**config.mk**
```make
export PLATFORM = sky130hd
export DESIGN_NAME = cd_hotplug_ctrl
export DESIGN_NICKNAME = d
export VERILOG_FILES = /design/src/logic/cd_deglitch.v /design/src/logic/cd_hotplug_ctrl.v
export VERILOG_INCLUDE_DIRS = /design/src /design/src/logic
export SDC_FILE = /design/constraint.sdc
export NUM_CORES = 1
export LEC_CHECK = 0
export BUFFER_PORTS_ARGS = -buffer_cell sky130_fd_sc_hd__buf_2
export CORE_ASPECT_RATIO = 1.5
export CORE_UTILIZATION = 40
export CTS_CLUSTER_DIAMETER = 30
export DETAILED_ROUTE_END_ITERATION = 8
export SLEW_MARGIN = 20
export SYNTH_ARGS = -nofsm -noshare
export SYNTH_HDL_FRONTEND = slang
export SYNTH_HIERARCHICAL = 1
export SYNTH_SLANG_ARGS = --single-unit
```
**constraint.sdc**
```tcl
create_clock -name clk_sys -period 3.3 [get_ports clk_sys]
set_input_delay 0.66 -clock clk_sys [delete_from_list [all_inputs] [get_ports clk_sys]]
set_output_delay 0.66 -clock clk_sys [all_outputs]
set_load 0.01 [all_outputs]
```
**src/logic/cd_hotplug_defs.vh**
```
// Constants for the cable-detect and hot-plug block.
// Assumes a single 25 MHz system clock and byte-wide register maps.
//
// Contract
// Read-only raw port A cable bit
// Raw readback valid in any mode
// Filter high only after full qualified time
// Any input change drops filter, restarts count
// Filtered detect drives reset and flag
// Deglitch disable bit bypasses the filter
// Filter runs on its own oscillator tick; here a two-cycle clk_sys divider stands in
// Duration counts 47 ns units, default 0x58; the code counts 2-cycle units of 80 ns
// Inhibit 0: hold HDMI reset when unplugged
// Inhibit 1: sense pin never resets HDMI
// Host sets inhibit when pin unconnected
// Drive hot-plug output toward the source
// Manual enable selects manual or automatic source
// Manual level 0 drives low, 1 releases
// Auto: assert after delay, drop immediately; policy 00 follows edidActive alone, with no delay and no drop on unplug
// Delay select in 100 ms steps, default 1 s
// Two-flop synchroniser before deglitch counter
// Filtered results synchronised before status use
`ifndef CD_HOTPLUG_DEFS_VH
`define CD_HOTPLUG_DEFS_VH

// ============================================================
// Register map selection
`define CD_MAP_IO 1'b0
`define CD_MAP_HDMI 1'b1

// ============================================================
// HDMI map offsets and fields
`define CD_ADDR_RST_INHIBIT 8'h48
`define CD_BIT_RST_INHIBIT 6
`define CD_ADDR_DEGLITCH 8'h56
`define CD_BIT_DEGLITCH_DIS 7
`define CD_RST_DEGLITCH_DUR 7'h58
`define CD_ADDR_HPD_CTRL 8'h6C
`define CD_BIT_HPD_MANUAL 0
`define CD_RST_HPD_POLICY 2'h1
`define CD_RST_HPD_DELAY 4'hA

// ============================================================
// IO map offsets and fields
`define CD_ADDR_HPD_MANUAL 8'h20
`define CD_BIT_HPD_LEVEL 7
`define CD_BIT_HPD_TRISTATE 3
`define CD_ADDR_HPD_STATUS 8'h21
`define CD_BIT_HPD_STATUS 3
`define CD_ADDR_CABLE_RAW 8'h6F

// ============================================================
// Automatic hot-plug policies
`define CD_POL_EDID 2'h0
`define CD_POL_DELAY 2'h1
`define CD_POL_EDID_CABLE 2'h2
`define CD_POL_ALL 2'h3

// ============================================================
// Timing
`define CD_CLK_PERIOD_NS 40
`define CD_CLK_KHZ 25000
`define CD_UNIT_NS 47
`define CD_UNIT_CYCLES ((`CD_UNIT_NS + `CD_CLK_PERIOD_NS - 1) / `CD_CLK_PERIOD_NS)
`define CD_HPD_STEP_MS 100
`define CD_HPD_STEP_CYCLES (`CD_HPD_STEP_MS * `CD_CLK_KHZ)

`endif

```
**src/logic/cd_deglitch.v**
```verilog
// Deglitch filter for the power-sense pin.
// Assumes the pin is asynchronous; everything else on clk_sys.
`timescale 1ns/1ps
`default_nettype none
`include "cd_hotplug_defs.vh"

module cd_deglitch #(
    parameter DUR_W = 7,
    parameter UNIT_CYCLES = `CD_UNIT_CYCLES
) (
    // Clock and reset
    input wire clk_sys,
    input wire reset,
    // Sense pin and controls
    input wire senseIn,
    input wire filterDisable,
    input wire [DUR_W-1:0] duration,
    // Results
    output wire senseSync,
    output reg filtered_q
);

    // ============================================================
    // Synchroniser: first stage read only by the second
    reg sync1_q; // Metastable stage
    reg sync2_q; // Stable sampled level
    reg prev_q; // Last stable level, for change detection
    reg [3:0] tickCnt_q; // Unit divider
    reg [DUR_W-1:0] unitCnt_q; // Qualified units so far
    wire unitTick;
    wire changed;

    assign senseSync = sync2_q;
    assign changed = sync2_q != prev_q;
    assign unitTick = tickCnt_q == (UNIT_CYCLES - 1);

    // Two flops before any use
    always @(posedge clk_sys)
    begin
        if (reset)
        begin
            sync1_q <= 1'b0;
            sync2_q <= 1'b0;
            prev_q <= 1'b0;
        end
        else
        begin
            sync1_q <= senseIn;
            sync2_q <= sync1_q;
            prev_q <= sync2_q;
        end
    end

    // ============================================================
    // Unit tick stands in for the oscillator's two-cycle unit
    always @(posedge clk_sys)
    begin
        if (reset || changed)
            tickCnt_q <= 4'h0;
        else if (unitTick)
            tickCnt_q <= 4'h0;
        else
            tickCnt_q <= tickCnt_q + 4'h1;
    end

    // ============================================================
    // Qualification counter and output
    always @(posedge clk_sys)
    begin
        if (reset)
        begin
            unitCnt_q <= {DUR_W{1'b0}};
            filtered_q <= 1'b0;
        end
        else if (filterDisable)
        begin
            // Bypass: follow the synchronised level
            unitCnt_q <= {DUR_W{1'b0}};
            filtered_q <= sync2_q;
        end
        else if (changed || !sync2_q)
        begin
            // Any edge drops the output and restarts
            unitCnt_q <= {DUR_W{1'b0}};
            filtered_q <= 1'b0;
        end
        else if (unitCnt_q >= duration)
            filtered_q <= 1'b1;
        else if (unitTick)
            unitCnt_q <= unitCnt_q + {{(DUR_W-1){1'b0}}, 1'b1};
    end

endmodule
`default_nettype wire

```
**src/logic/cd_hotplug_ctrl.v**
```verilog
// Cable detect and hot-plug controller, register side and policy.
// Assumes an external serial slave turns bus cycles into the
// byte-wide register port below; pin inputs are asynchronous.
// The hot-plug pin is open drain: a board pull-up gives the
// released level, so the block only ever pulls it low.
`timescale 1ns/1ps
`default_nettype none
`include "cd_hotplug_defs.vh"

module cd_hotplug_ctrl #(
    parameter STEP_CYCLES = `CD_HPD_STEP_CYCLES
) (
    // Clock and reset
    input wire clk_sys,
    input wire reset,
    // Register port
    input wire regMap,
    input wire [7:0] regAddr,
    input wire regWrEn,
    input wire [7:0] regWrData,
    output reg [7:0] regRdData_q,
    // Pins and system
    input wire port_a_power_sense_pin,
    input wire edidActive,
    output wire hotplug_pin_a_o,
    output wire hotplug_pin_a_oe,
    output wire cableDetFlag,
    output wire hdmiResetReq
);

    // ============================================================
    // Control registers
    // Written only through the register port; reset to defaults
    reg cable_reset_inhibit_q; // Keeps sense pin out of reset
    reg deglitch_disable_q; // Filter bypass
    reg [6:0] deglitch_duration_q; // Units of two osc cycles
    reg hotplug_manual_enable_q; // Manual source select
    reg [1:0] hotplug_auto_policy_q; // Automatic policy
    reg [3:0] hotplug_delay_select_q; // 100 ms steps
    reg hotplug_manual_level_a_q; // Manual pin level
    reg hotplugTristate_q; // Releases the pin entirely
    // Policy state
    // Step counter is wide enough for one default step at the
    // system clock rate
    reg [21:0] stepCnt_q; // Cycles within one step
    reg [3:0] stepsDone_q; // Steps elapsed since plug
    reg hotplug_assert_q; // Registered pin state
    reg [7:0] rdNext;
    // Filter results and decoded controls
    wire senseSync;
    wire filtered;
    wire delayDone;
    wire autoLevel;
    wire wrHdmi;
    wire wrIo;

    // Write strobes split by map; the map bit is a plain level
    // held with the address for the whole access
    assign wrHdmi = regWrEn && (regMap == `CD_MAP_HDMI);
    assign wrIo = regWrEn && (regMap == `CD_MAP_IO);

    // ============================================================
    // Deglitch filter instance
    // The filter owns the two-flop synchroniser, so nothing here
    // reads the raw pin directly
    cd_deglitch #(
        .DUR_W(7)
    ) u_filt (
        .clk_sys(clk_sys),
        .reset(reset),
        .senseIn(port_a_power_sense_pin),
        .filterDisable(deglitch_disable_q),
        .duration(deglitch_duration_q),
        .senseSync(senseSync),
        .filtered_q(filtered)
    );

    // Filtered level is already registered in this clock domain
    // Level only; whoever raises the interrupt latches its edges
    assign cableDetFlag = filtered;
    // Reset request only while not inhibited
    assign hdmiResetReq = !cable_reset_inhibit_q && !filtered;

    // ============================================================
    // Register writes
    // One write per strobe; read-only and unmapped offsets fall
    // through every branch and are ignored
    always @(posedge clk_sys)
    begin
        if (reset)
        begin
            cable_reset_inhibit_q <= 1'b0;
            deglitch_disable_q <= 1'b0;
            deglitch_duration_q <= `CD_RST_DEGLITCH_DUR;
            hotplug_manual_enable_q <= 1'b0;
            hotplug_auto_policy_q <= `CD_RST_HPD_POLICY;
            hotplug_delay_select_q <= `CD_RST_HPD_DELAY;
            hotplug_manual_level_a_q <= 1'b1;
            hotplugTristate_q <= 1'b0;
        end
        else if (wrHdmi)
        begin
            // HDMI map: inhibit, filter and hot-plug control
            if (regAddr == `CD_ADDR_RST_INHIBIT)
                cable_reset_inhibit_q <= regWrData[`CD_BIT_RST_INHIBIT];
            else if (regAddr == `CD_ADDR_DEGLITCH)
            begin
                deglitch_disable_q <= regWrData[`CD_BIT_DEGLITCH_DIS];
                deglitch_duration_q <= regWrData[6:0];
            end
            else if (regAddr == `CD_ADDR_HPD_CTRL)
            begin
                hotplug_delay_select_q <= regWrData[7:4];
                hotplug_auto_policy_q <= regWrData[2:1];
                hotplug_manual_enable_q <= regWrData[`CD_BIT_HPD_MANUAL];
            end
        end
        else if (wrIo && (regAddr == `CD_ADDR_HPD_MANUAL))
        begin
            // IO map: manual level and pin release
            hotplug_manual_level_a_q <= regWrData[`CD_BIT_HPD_LEVEL];
            hotplugTristate_q <= regWrData[`CD_BIT_HPD_TRISTATE];
        end
    end

    // ============================================================
    // Read mux; other bits and unmapped offsets read zero
    // Combinational here; the register below adds the one-cycle lag
    always @*
    begin
        rdNext = 8'h00;
        if (regMap == `CD_MAP_HDMI)
        begin
            // HDMI map control fields
            if (regAddr == `CD_ADDR_RST_INHIBIT)
                rdNext[`CD_BIT_RST_INHIBIT] = cable_reset_inhibit_q;
            else if (regAddr == `CD_ADDR_DEGLITCH)
                rdNext = {deglitch_disable_q, deglitch_duration_q};
            else if (regAddr == `CD_ADDR_HPD_CTRL)
                rdNext = {hotplug_delay_select_q, 1'b0, hotplug_auto_policy_q,
                          hotplug_manual_enable_q};
        end
        else
        begin
            // IO map; status bits are read only
            if (regAddr == `CD_ADDR_HPD_MANUAL)
            begin
                rdNext[`CD_BIT_HPD_LEVEL] = hotplug_manual_level_a_q;
                rdNext[`CD_BIT_HPD_TRISTATE] = hotplugTristate_q;
            end
            else if (regAddr == `CD_ADDR_HPD_STATUS)
                rdNext[`CD_BIT_HPD_STATUS] = hotplug_assert_q;
            else if (regAddr == `CD_ADDR_CABLE_RAW)
                rdNext[0] = senseSync;
        end
    end

    // Read data registered, one cycle after the address
    // Costs a cycle of latency but keeps the mux off the bus path
    always @(posedge clk_sys)
    begin
        if (reset)
            regRdData_q <= 8'h00;
        else
            regRdData_q <= rdNext;
    end

    // ============================================================
    // Plug-to-assert delay; restarts whenever the cable drops
    // Held clear while unplugged, so a quick reconnect still waits
    // the whole programmed delay
    assign delayDone = stepsDone_q >= hotplug_delay_select_q;

    always @(posedge clk_sys)
    begin
        if (reset || !filtered)
        begin
            // Restart on reset or unplug
            stepCnt_q <= 22'h000000;
            stepsDone_q <= 4'h0;
        end
        else if (!delayDone)
        begin
            // Long count; shorten STEP_CYCLES in simulation
            if (stepCnt_q == STEP_CYCLES - 1)
            begin
                stepCnt_q <= 22'h000000;
                stepsDone_q <= stepsDone_q + 4'h1;
            end
            else
                stepCnt_q <= stepCnt_q + 22'h000001;
        end
    end

    // ============================================================
    // Automatic policy and source select
    // Policy 00 follows the EDID enable alone, policy 01 the delayed
    // detect alone; policy 10 needs both, and policy 11 the manual level as well
    assign autoLevel =
        (hotplug_auto_policy_q == `CD_POL_EDID) ? edidActive :
        (hotplug_auto_policy_q == `CD_POL_DELAY) ? (filtered && delayDone) :
        (hotplug_auto_policy_q == `CD_POL_EDID_CABLE) ?
            (edidActive && filtered && delayDone) :
            (edidActive && filtered && delayDone && hotplug_manual_level_a_q);

    always @(posedge clk_sys)
    begin
        if (reset)
            hotplug_assert_q <= 1'b0;
        // Manual mode wins over every automatic policy
        else if (hotplug_manual_enable_q)
            hotplug_assert_q <= hotplug_manual_level_a_q;
        else
            hotplug_assert_q <= autoLevel;
    end

    // Open drain: pull low when deasserted and not tristated, release otherwise
    // The data side is tied low and only the enable moves, so the
    // pin is never driven high against the pull-up
    assign hotplug_pin_a_o = 1'b0;
    assign hotplug_pin_a_oe = !hotplug_assert_q && !hotplugTristate_q;

endmodule
`default_nettype wire

```
==> Flow_metrics.wiki, run 1 <==
{| class="wikitable"
! Metric !! Value
|-
| Outcome || completed
|-
| EDFF count, synth || 0
|-
| Category of the worst setup path launch point || register
|-
| Share of total power consumed by net switching || 19.8%
|-
| Synth unique cells || 55
|-
| Cell-by-cell trace of the critical path || inv_1, ha_1, nand2b_1, a211oi_2, buf_4, o21ai_1, buf_4, or4_1, a21oi_1
|-
| Pin count of the biggest net entering global routing || 23
|-
| Yosys warning count || 6
|-
| Clock tree sinks || 68
|-
| Required time of the critical path || 3.56 ns
|-
| Global-route usage over all layers || 20.3%
|-
| Detailed placer's ending HPWL || 6240 microns
|-
| Simple-Gate Fraction of Synth Area || 27.1%
|-
| Final estimated routing congestion in global placement || 0.857
|-
| Setup crit end kind || register
|-
| First-pass GRT wire length || 13900 microns
|-
| Cts hold-fix bufs || 0
|-
| Max-cap violations || 0
|-
| Relative contribution of the clock network to total power || 55.9%
|-
| Critical-path cell with the highest stage delay || or4_1
|-
| Antenna fix cells || 0
|-
| Max clock buf depth || 2
|-
| Multiplexer fraction of the synthesized cell area || 4.96%
|-
| Number of buffer and inverter stages on the critical path || 3
|-
| LEAKAGE || 1.57 nW
|-
| Worst min-delay path category || reg -> reg
|-
| Boundary Pins || 34
|-
| TritonCTS clock tree || done
|-
| Avg Synthesized Cell Area || 8.76 sq um
|-
| Post-CTS repair timing setup buffer count || 0
|-
| Arithmetic-cell share of the synthesized area counting full adders, half adders and majority gates || 6.20%
|-
| Area of the multi-input gates || 1960 sq um
|-
| Post-detailed-route via-to-cell ratio || 5.57
|-
| Routed Wire Length || 8310 microns
|-
| FILL cells || 836
|-
| Comb pwr share || 2.8%
|-
| Standard-cell row count || 41
|-
| Clock Tree Root || clkbuf_16
|-
| Synth Area in XOR/XNOR || 2.81%
|-
| Aggregate global routing overflow || 0
|-
| Synth-to-Final Area Change || 18.5%
|-
| Initial cell density of the core || 41.1%
|-
| Reg area || 1360 sq um
|-
| Number of failing setup endpoints in the final timing report || 0
|-
| Fin crit period || 2.29 ns
|-
| Maximum clock skew at final layout || 0.00591 ns
|-
| Worst slew margin relative to its limit || 60.5%
|-
| Async S/R FF share, synth || 0%
|-
| CP delay by family, top || simple AND/OR/NAND/NOR gates
|-
| Post-Route Setup TNS || 0 ns
|-
| Power Dens Cells || 493 nW/um^2
|-
| Clock transition at path regs || 0.06 ns
|-
| Share of total power in sequential cells || 41.4%
|-
| Fraction of the yosys area taken by sequential cells || 39.7%
|-
| Remaining number of nets flagged by the antenna check after routing || 0
|-
| Number of register bits inferred by synthesis || 68
|-
| Number of buffers created by CTS || 9
|-
| Main combinational cell family by area after synthesis || simple AND/OR/NAND/NOR gates
|-
| Critical Path Most Common Cell || buf_4
|-
| Post-Synthesis Cells || 392
|-
| Final routed wire length divided by cell count || 15.4 microns
|-
| Critical-path maximum fanout || 21
|-
| Cell Int Power || 1.61 mW
|-
| IR drop worst, VDD || 343 uV
|-
| Post-route worst hold slack || 0.450 ns
|-
| Width of the die || 77.6 microns
|-
| FMAX || 0.436 GHz
|-
| Net Sw Power || 0.398 mW
|-
| Final-report max-slew violation count || 0
|-
| Total of buffers placed on input and output ports || 32
|-
| Delay contributed by the slowest stage of the critical path || 0.53 ns
|-
| DRT Pass-1 Iters || 4
|-
| WS Path Type || reg -> reg
|-
| Flip-flop cell with the highest count after synthesis || dfxtp_1
|-
| Total of cells resized after clock tree synthesis || 0
|-
| RSZ-0062 raised after global routing || no
|-
| Final period util || 69.5%
|-
| Iter 0 DRT Violations || 127
|-
| Synth Cell Area || 3430 sq um
|-
| Share of cells above drive strength 1 || 15.9%
|-
| Data arrival time of the critical path || 2.55 ns
|-
| Slew at the pin with the worst max-slew slack || 0.592 ns
|-
| DRC violation count after routing || 0
|-
| Post-layout nets || 468
|-
| Final hold viol count || 0
|-
| Number of global-route vias before repair || 2923
|-
| Die span in y || 115 microns
|-
| Insertion delay to the later sink of the worst-skew pair || 0.33 ns
|-
| Placeable core area || 8360 sq um
|-
| Compound-cell area share of the yosys netlist || 15.8%
|-
| Via count || 3016
|-
| Number of antenna violations at the first check in global routing || 0
|-
| Net count after synthesis || 431
|-
| Floorplan die area || 8970 sq um
|-
| Number of H-tree levels || 3
|}
==> final cells by class <==
type / count / share of cell area (%)
multi-input cells: 295 / 48.0
flip-flops and latches: 68 / 33.4
clock buffers: 11 / 5.96
repair buffers: 38 / 5.04
well taps: 107 / 3.29
clock inverters: 5 / 2.64
inverters: 17 / 1.57
==> power by group through the flow <==
stage / clock network [mW] / registers (mW) / logic, mW
6_report: 1.12 / 0.831 / 0.0558
5_1_grt: 1.19 / 0.831 / 0.0631
4_1_cts: 1.15 / 0.831 / 0.0564
3_5_place_dp: 0 / 0.849 / 0.0560
3_3_place_gp: 0 / 0.848 / 0.0551
2_1_floorplan: 0 / 0.847 / 0.0287
==> kinds of logic (layout without fill, tap and decap cells) <==
group | Yosys count | count (layout)
simple gates | 167 | 167
buf+inv | 29 | 71
other cells | 1 | 1
fa+ha+maj | 17 | 17
mux | 17 | 17
flops | 68 | 68
xor+xnor | 11 | 11
compound gates | 82 | 82
==> final timing paths <==
kind	start	slack, ns	cells after the start	end
worst max-delay path	stepsDone_q[0]	1.01	9	stepsDone_q[3]
worst max register to register	stepsDone_q[0]	1.01	9	stepsDone_q[3]
worst min-delay path	u_filt/sync1_q	0.45	1	u_filt/senseSync
worst min register to register	u_filt/sync1_q	0.45	1	u_filt/senseSync
==> metrics by stage <==
| step | instances | area (sq um) | setup WS [ns] | util, % | power (mW) |
|---|---|---|---|---|---|
| detailed placement | 525 | 3720 | 0.999 | 44.5 | 0.905 |
| floorplan | 392 | 3430 | 1.32 | - | 0.876 |
| CTS | 541 | 4070 | 1.02 | 48.7 | 2.04 |
| global route | 541 | 4070 | 0.854 | 48.7 | 2.09 |
| finish | 541 | 4070 | 1.01 | 48.7 | 2.01 |
| global placement | 525 | 3720 | 1.05 | 44.5 | 0.904 |
==> cell usage in the layout, fill, tap and decap left out, drive strengths merged, types with 4 or more instances in the layout <==
cell | netlist | final
clkbuf | 8 | 11
buf | 4 | 38
ha | 17 | 17
nor2 | 37 | 37
nand4 | 11 | 11
nor4 | 7 | 7
nor2b | 6 | 6
and3 | 4 | 4
a21oi | 28 | 28
a32o | 7 | 7
o21ai | 22 | 22
nor3 | 9 | 9
or3 | 12 | 12
mux2i | 17 | 17
o31ai | 4 | 4
o2111ai | 7 | 7
nand3 | 18 | 18
and2 | 6 | 6
dfxtp | 68 | 68
inv | 17 | 18
or4 | 6 | 6
nand2 | 38 | 38
xor2 | 10 | 10
==> worst register-to-register path, delay by kind of cell (launching register included) <==
family          cells  cell delay (ns)
compound gates      3             0.44
fa+ha+maj           1             0.26
buf+inv             3             0.48
flops               1             0.36
simple gates        2             0.68
==> flip-flops by register name, indices dropped and copies added (netlist names), 2 cells and up <==
name / cells
hotplug_auto_policy_q: 2
u_filt/unitCnt_q: 7
u_filt/tickCnt_q: 4
stepCnt_q: 22
stepsDone_q: 4
hotplug_delay_select_q: 4
regRdData_q: 8
deglitch_duration_q: 7
==> routing by layer <==
metal  up-vias  share of wire, %  track usage, %
met4         0               5.2            13.8
met5         -                 0               0
met3        30               3.2            5.04
met2        70                52            35.2
li1       1506                 -               -
met1      1410                40            21.6
==> cells in the mapped netlist, types with 2 or more instances <==
| master | number | area (sq um) |
|---|---|---|
| a21oi_1 | 27 | 135 |
| a32o_1 | 7 | 70.1 |
| and2_1 | 5 | 31.3 |
| and3_1 | 4 | 25.0 |
| buf_2 | 3 | 15.0 |
| clkbuf_1 | 8 | 30.0 |
| dfxtp_1 | 68 | 1360 |
| ha_1 | 17 | 213 |
| inv_1 | 17 | 63.8 |
| mux2i_1 | 17 | 170 |
| nand2_1 | 37 | 139 |
| nand2b_1 | 3 | 18.8 |
| nand3_1 | 18 | 90.1 |
| nand4_1 | 10 | 62.6 |
| nor2_1 | 36 | 135 |
| nor2b_1 | 6 | 37.5 |
| nor3_1 | 8 | 40.0 |
| nor3b_1 | 2 | 15.0 |
| nor4_1 | 4 | 25.0 |
| nor4_4 | 3 | 63.8 |
| nor4b_1 | 2 | 17.5 |
| o2111ai_1 | 7 | 61.3 |
| o211ai_1 | 3 | 22.5 |
| o21ai_0 | 17 | 85.1 |
| o21ai_1 | 3 | 15.0 |
| o21ai_2 | 2 | 17.5 |
| o22ai_1 | 2 | 12.5 |
| o31ai_1 | 4 | 30.0 |
| or3_1 | 12 | 75.1 |
| or4_1 | 6 | 45.0 |
| xor2_1 | 10 | 87.6 |
(Power assumes the default switching activity.)
==> run 2, diff against run 1 <==
ABC_AREA = 1   (was not set)
clock period = 1.9 ns   (was 3.3 ns; I/O delays follow)
==> run 2 against run 1 <==
  * First-iteration DRC count up 7.1%
  * Highest routed layer unchanged
  * Combinational power up 150%
  * Utilization up 0.36 points
  * Synthesized area up 12%
  * Hold slack worse by 0.20 ns
  * Sequential share of layout area down 3.6 points
  * Critical endpoint is now stepCnt_q[8]
  * Via count up 21%
==> Flow_metrics.wiki, run 2 <==
{| class="wikitable"
! Metric !! Value
|-
| Outcome || completed
|-
| Via count || 3636 (+21%)
|-
| Post-route worst hold slack || 0.248 ns (-0.202 ns)
|-
| DRT Pass-1 Iters || 4 (unchanged)
|-
| Synth Cell Area || 3860 sq um (+12%)
|-
| Aggregate global routing overflow || 0 (unchanged)
|-
| Worst min-delay path category || in -> reg
|-
| Biggest register || stepCnt_q
|-
| Final period util || 94.5% (+25 points)
|-
| Initial cell density of the core || 41.5% (+0.40 points)
|-
| DRC violation count after routing || 0 (unchanged)
|-
| Synth unique cells || 34 (-38%)
|-
| RSZ-0062 raised after global routing || no
|-
| Detailed placer's ending HPWL || 7410 microns (+19%)
|-
| Width of the die || 82.2 microns (+5.9%)
|-
| Number of failing setup endpoints in the final timing report || 0 (unchanged)
|-
| Fraction of post-synthesis cell area in the top cell type by area || 35.3% (-4.4 points)
|-
| Post-Synthesis Cells || 580 (+48%)
|-
| Category of the worst setup path launch point || register
|-
| Post-Route Setup TNS || 0 ns (unchanged)
|-
| Share of cells above drive strength 1 || 16.6% (+0.74 points)
|-
| Placeable core area || 9310 sq um (+11%)
|-
| Remaining number of nets flagged by the antenna check after routing || 0 (unchanged)
|-
| Routed Wire Length || 9550 microns (+15%)
|-
| Fraction of the yosys area taken by sequential cells || 35.3% (-4.4 points)
|-
| Most frequently used cell type in the post-synthesis netlist || nand2_1
|-
| Synth-to-Final Area Change || 18.3%
|-
| First-pass GRT wire length || 15500 microns (+12%)
|-
| Total of buffers placed on input and output ports || 32 (unchanged)
|-
| Most frequent cells in the layout || nand2_1, nor2_1, inv_1
|-
| Startpoint of the most critical hold path || port_a_power_sense_pin
|-
| EDFF count, synth || 0 (unchanged)
|-
| Max clock buf depth || 2 (unchanged)
|-
| Min-Delay Endpoint || u_filt/sync1_q
|-
| Final WS setup || 0.105 ns (-0.900 ns)
|-
| Worst r2r path cells || 9 (unchanged)
|-
| Avg Synthesized Cell Area || 6.65 sq um (-24%)
|-
| Number of buffers created by CTS || 9 (unchanged)
|-
| Number of antenna violations at the first check in global routing || 0 (unchanged)
|-
| Fin crit period || 1.80 ns (-0.500 ns)
|-
| Worst slack at placement || 0.0296 ns (-0.969 ns)
|-
| Clock tree sinks || 68 (unchanged)
|-
| Boundary Pins || 34 (unchanged)
|-
| Antenna fix cells || 0 (unchanged)
|-
| Clock transition at path regs || 0.06 ns (about the same)
|-
| Number of H-tree levels || 3 (unchanged)
|-
| Number of global-route vias before repair || 3446 (+18%)
|-
| Power Dens Cells || 733 nW/um^2 (+49%)
|-
| IR drop worst, VDD || 551 uV (+60%)
|-
| Floorplan die area || 10100 sq um (+12%)
|-
| Global-route usage over all layers || 20.9% (+0.66 points)
|-
| Post-detailed-route via-to-cell ratio || 4.89 (-12%)
|-
| FF-to-FF setup slack || 0.10 ns (-0.90 ns)
|-
| Insertion delay to the later sink of the worst-skew pair || 0.34 ns (about the same)
|-
| Number of register bits inferred by synthesis || 68 (unchanged)
|-
| Post-layout nets || 665 (+42%)
|-
| Max reg flops || 22 (unchanged)
|-
| Registers with the most flip-flops || stepCnt_q x22, regRdData_q x8
|-
| Commonest non-fill, non-tap cell in the layout || nand2_1
|-
| Iter 0 DRT Violations || 136 (+7.1%)
|-
| Clock Tree Root || clkbuf_16
|-
| TritonCTS clock tree || done
|-
| Max-cap violations || 0 (unchanged)
|-
| Biggest area consumer among synthesized cells || dfxtp_1
|-
| Destination of the worst register-to-register timing path || stepCnt_q[8]
|-
| Top cells by area in the synthesized netlist || dfxtp_1, nand2_1, nor2_1
|-
| Data arrival time of the critical path || 2.02 ns (-0.53 ns)
|-
| Pin count of the biggest net entering global routing || 16 (-30%)
|-
| Worst Hold Path Cells || 3 (+2)
|-
| Final estimated routing congestion in global placement || 0.901 (+5.1%)
|-
| Top cells by instance count after synthesis || nand2_1, nor2_1, inv_1
|-
| Final hold viol count || 0 (unchanged)
|-
| Final-report max-slew violation count || 0 (unchanged)
|-
| RR Startpoint || hotplug_delay_select_q[3]
|-
| Final routed wire length divided by cell count || 12.9 microns (-16%)
|-
| Maximum clock skew at final layout || 0.00682 ns (+0.000903 ns)
|-
| Critical-path maximum fanout || 15 (-29%)
|-
| Die span in y || 122 microns (+5.9%)
|-
| Net count after synthesis || 619 (+44%)
|-
| Setup crit end kind || register
|-
| Required time of the critical path || 2.12 ns (-1.44 ns)
|-
| WS Path Type || reg -> reg
|-
| Standard-cell row count || 43 (+4.9%)
|-
| Yosys warning count || 6 (unchanged)
|-
| LEAKAGE || 1.98 nW (+26%)
|-
| FMAX || 0.557 GHz (+28%)
|-
| Cts hold-fix bufs || 0 (unchanged)
|-
| Async S/R FF share, synth || 0% (unchanged)
|-
| Flip-flop cell with the highest count after synthesis || dfxtp_1
|}
==> run 2: area by class of cell <==
cell class                 instances  area (sq um)
timing repair buffer              43           255
fill                             973          4740
clock buffer                      13           280
tap                              112           140
clock inverter                     3          42.5
sequential                        68          1360
multi-input combinational        420          2170
inverter                          84           318
==> run 2: how the worst max path moves through the flow <==
stage	start	to	slack [ns]	cells past startpoint
3_3_place_gp	hotplug_delay_select_q[3]	stepCnt_q[20]	0.05	8
3_5_place_dp	hotplug_delay_select_q[3]	stepCnt_q[16]	0.03	8
6_report	hotplug_delay_select_q[3]	stepCnt_q[8]	0.10	9
4_1_cts	hotplug_delay_select_q[3]	stepCnt_q[16]	0.02	8
5_1_grt	hotplug_delay_select_q[1]	stepCnt_q[17]	0.01	11
2_1_floorplan	hotplug_delay_select_q[3]	stepCnt_q[18]	0.33	9
==> run 2: per-stage QoR <==
stage          power, mW  instance area, sq um  cells  util [%]
2_1_floorplan       1.55                  3860    580         -
3_3_place_gp        1.61                  4170    725      44.8
3_5_place_dp        1.61                  4170    725      44.8
4_1_cts             3.39                  4490    741      48.2
5_1_grt             3.48                  4560    743      49.0
6_report            3.35                  4560    743      49.0
==> run 2: report_power, final <==
group	switching [mW]	leakage [nW]	internal, mW	total [mW]
registers	0.00761	0.549	1.44	1.44
logic	0.0918	1.28	0.0470	0.139
clock network	0.608	0.158	1.16	1.76
==> run 2: critical path, cell delays in order (launching register included) <==
cell and delay, ns:
dfxtp_1 0.31, inv_1 0.07, ha_1 0.32, a21oi_2 0.26, nand3_4 0.23, nor2_4 0.18
nor2_4 0.05, buf_12 0.14, nand2_1 0.07, nor2_1 0.05
==> run 2: kinds of logic (layout without fill, tap and decap cells) <==
logic type | count (synthesis) | in the layout | synth area share (%)
and+or+nand+nor | 338 | 339 | 39.9
adders and majority gates | 17 | 17 | 5.51
AOI/OAI and AO/OA | 56 | 56 | 7.72
buffers and inverters | 93 | 143 | 9.89
other | 1 | 1 | 0.0972
DFF | 68 | 68 | 35.3
xor gates and xnor gates | 7 | 7 | 1.59
==> run 2: what timing repair did <==
action,in CTS,in global routing
endpoints found under the setup margin,0,26
resized for setup,0,11
buffers inserted,0,1
==> run 2: metal layers <==
| metal | routed length, microns | vias to the layer above | GRT usage (%) |
|---|---|---|---|
| li1 | - | 1929 | - |
| met1 | 3640 | 1639 | 19.4 |
| met5 | 0 | - | 0 |
| met3 | 379 | 16 | 6.39 |
| met2 | 5270 | 52 | 40.0 |
| met4 | 255 | 0 | 9.76 |
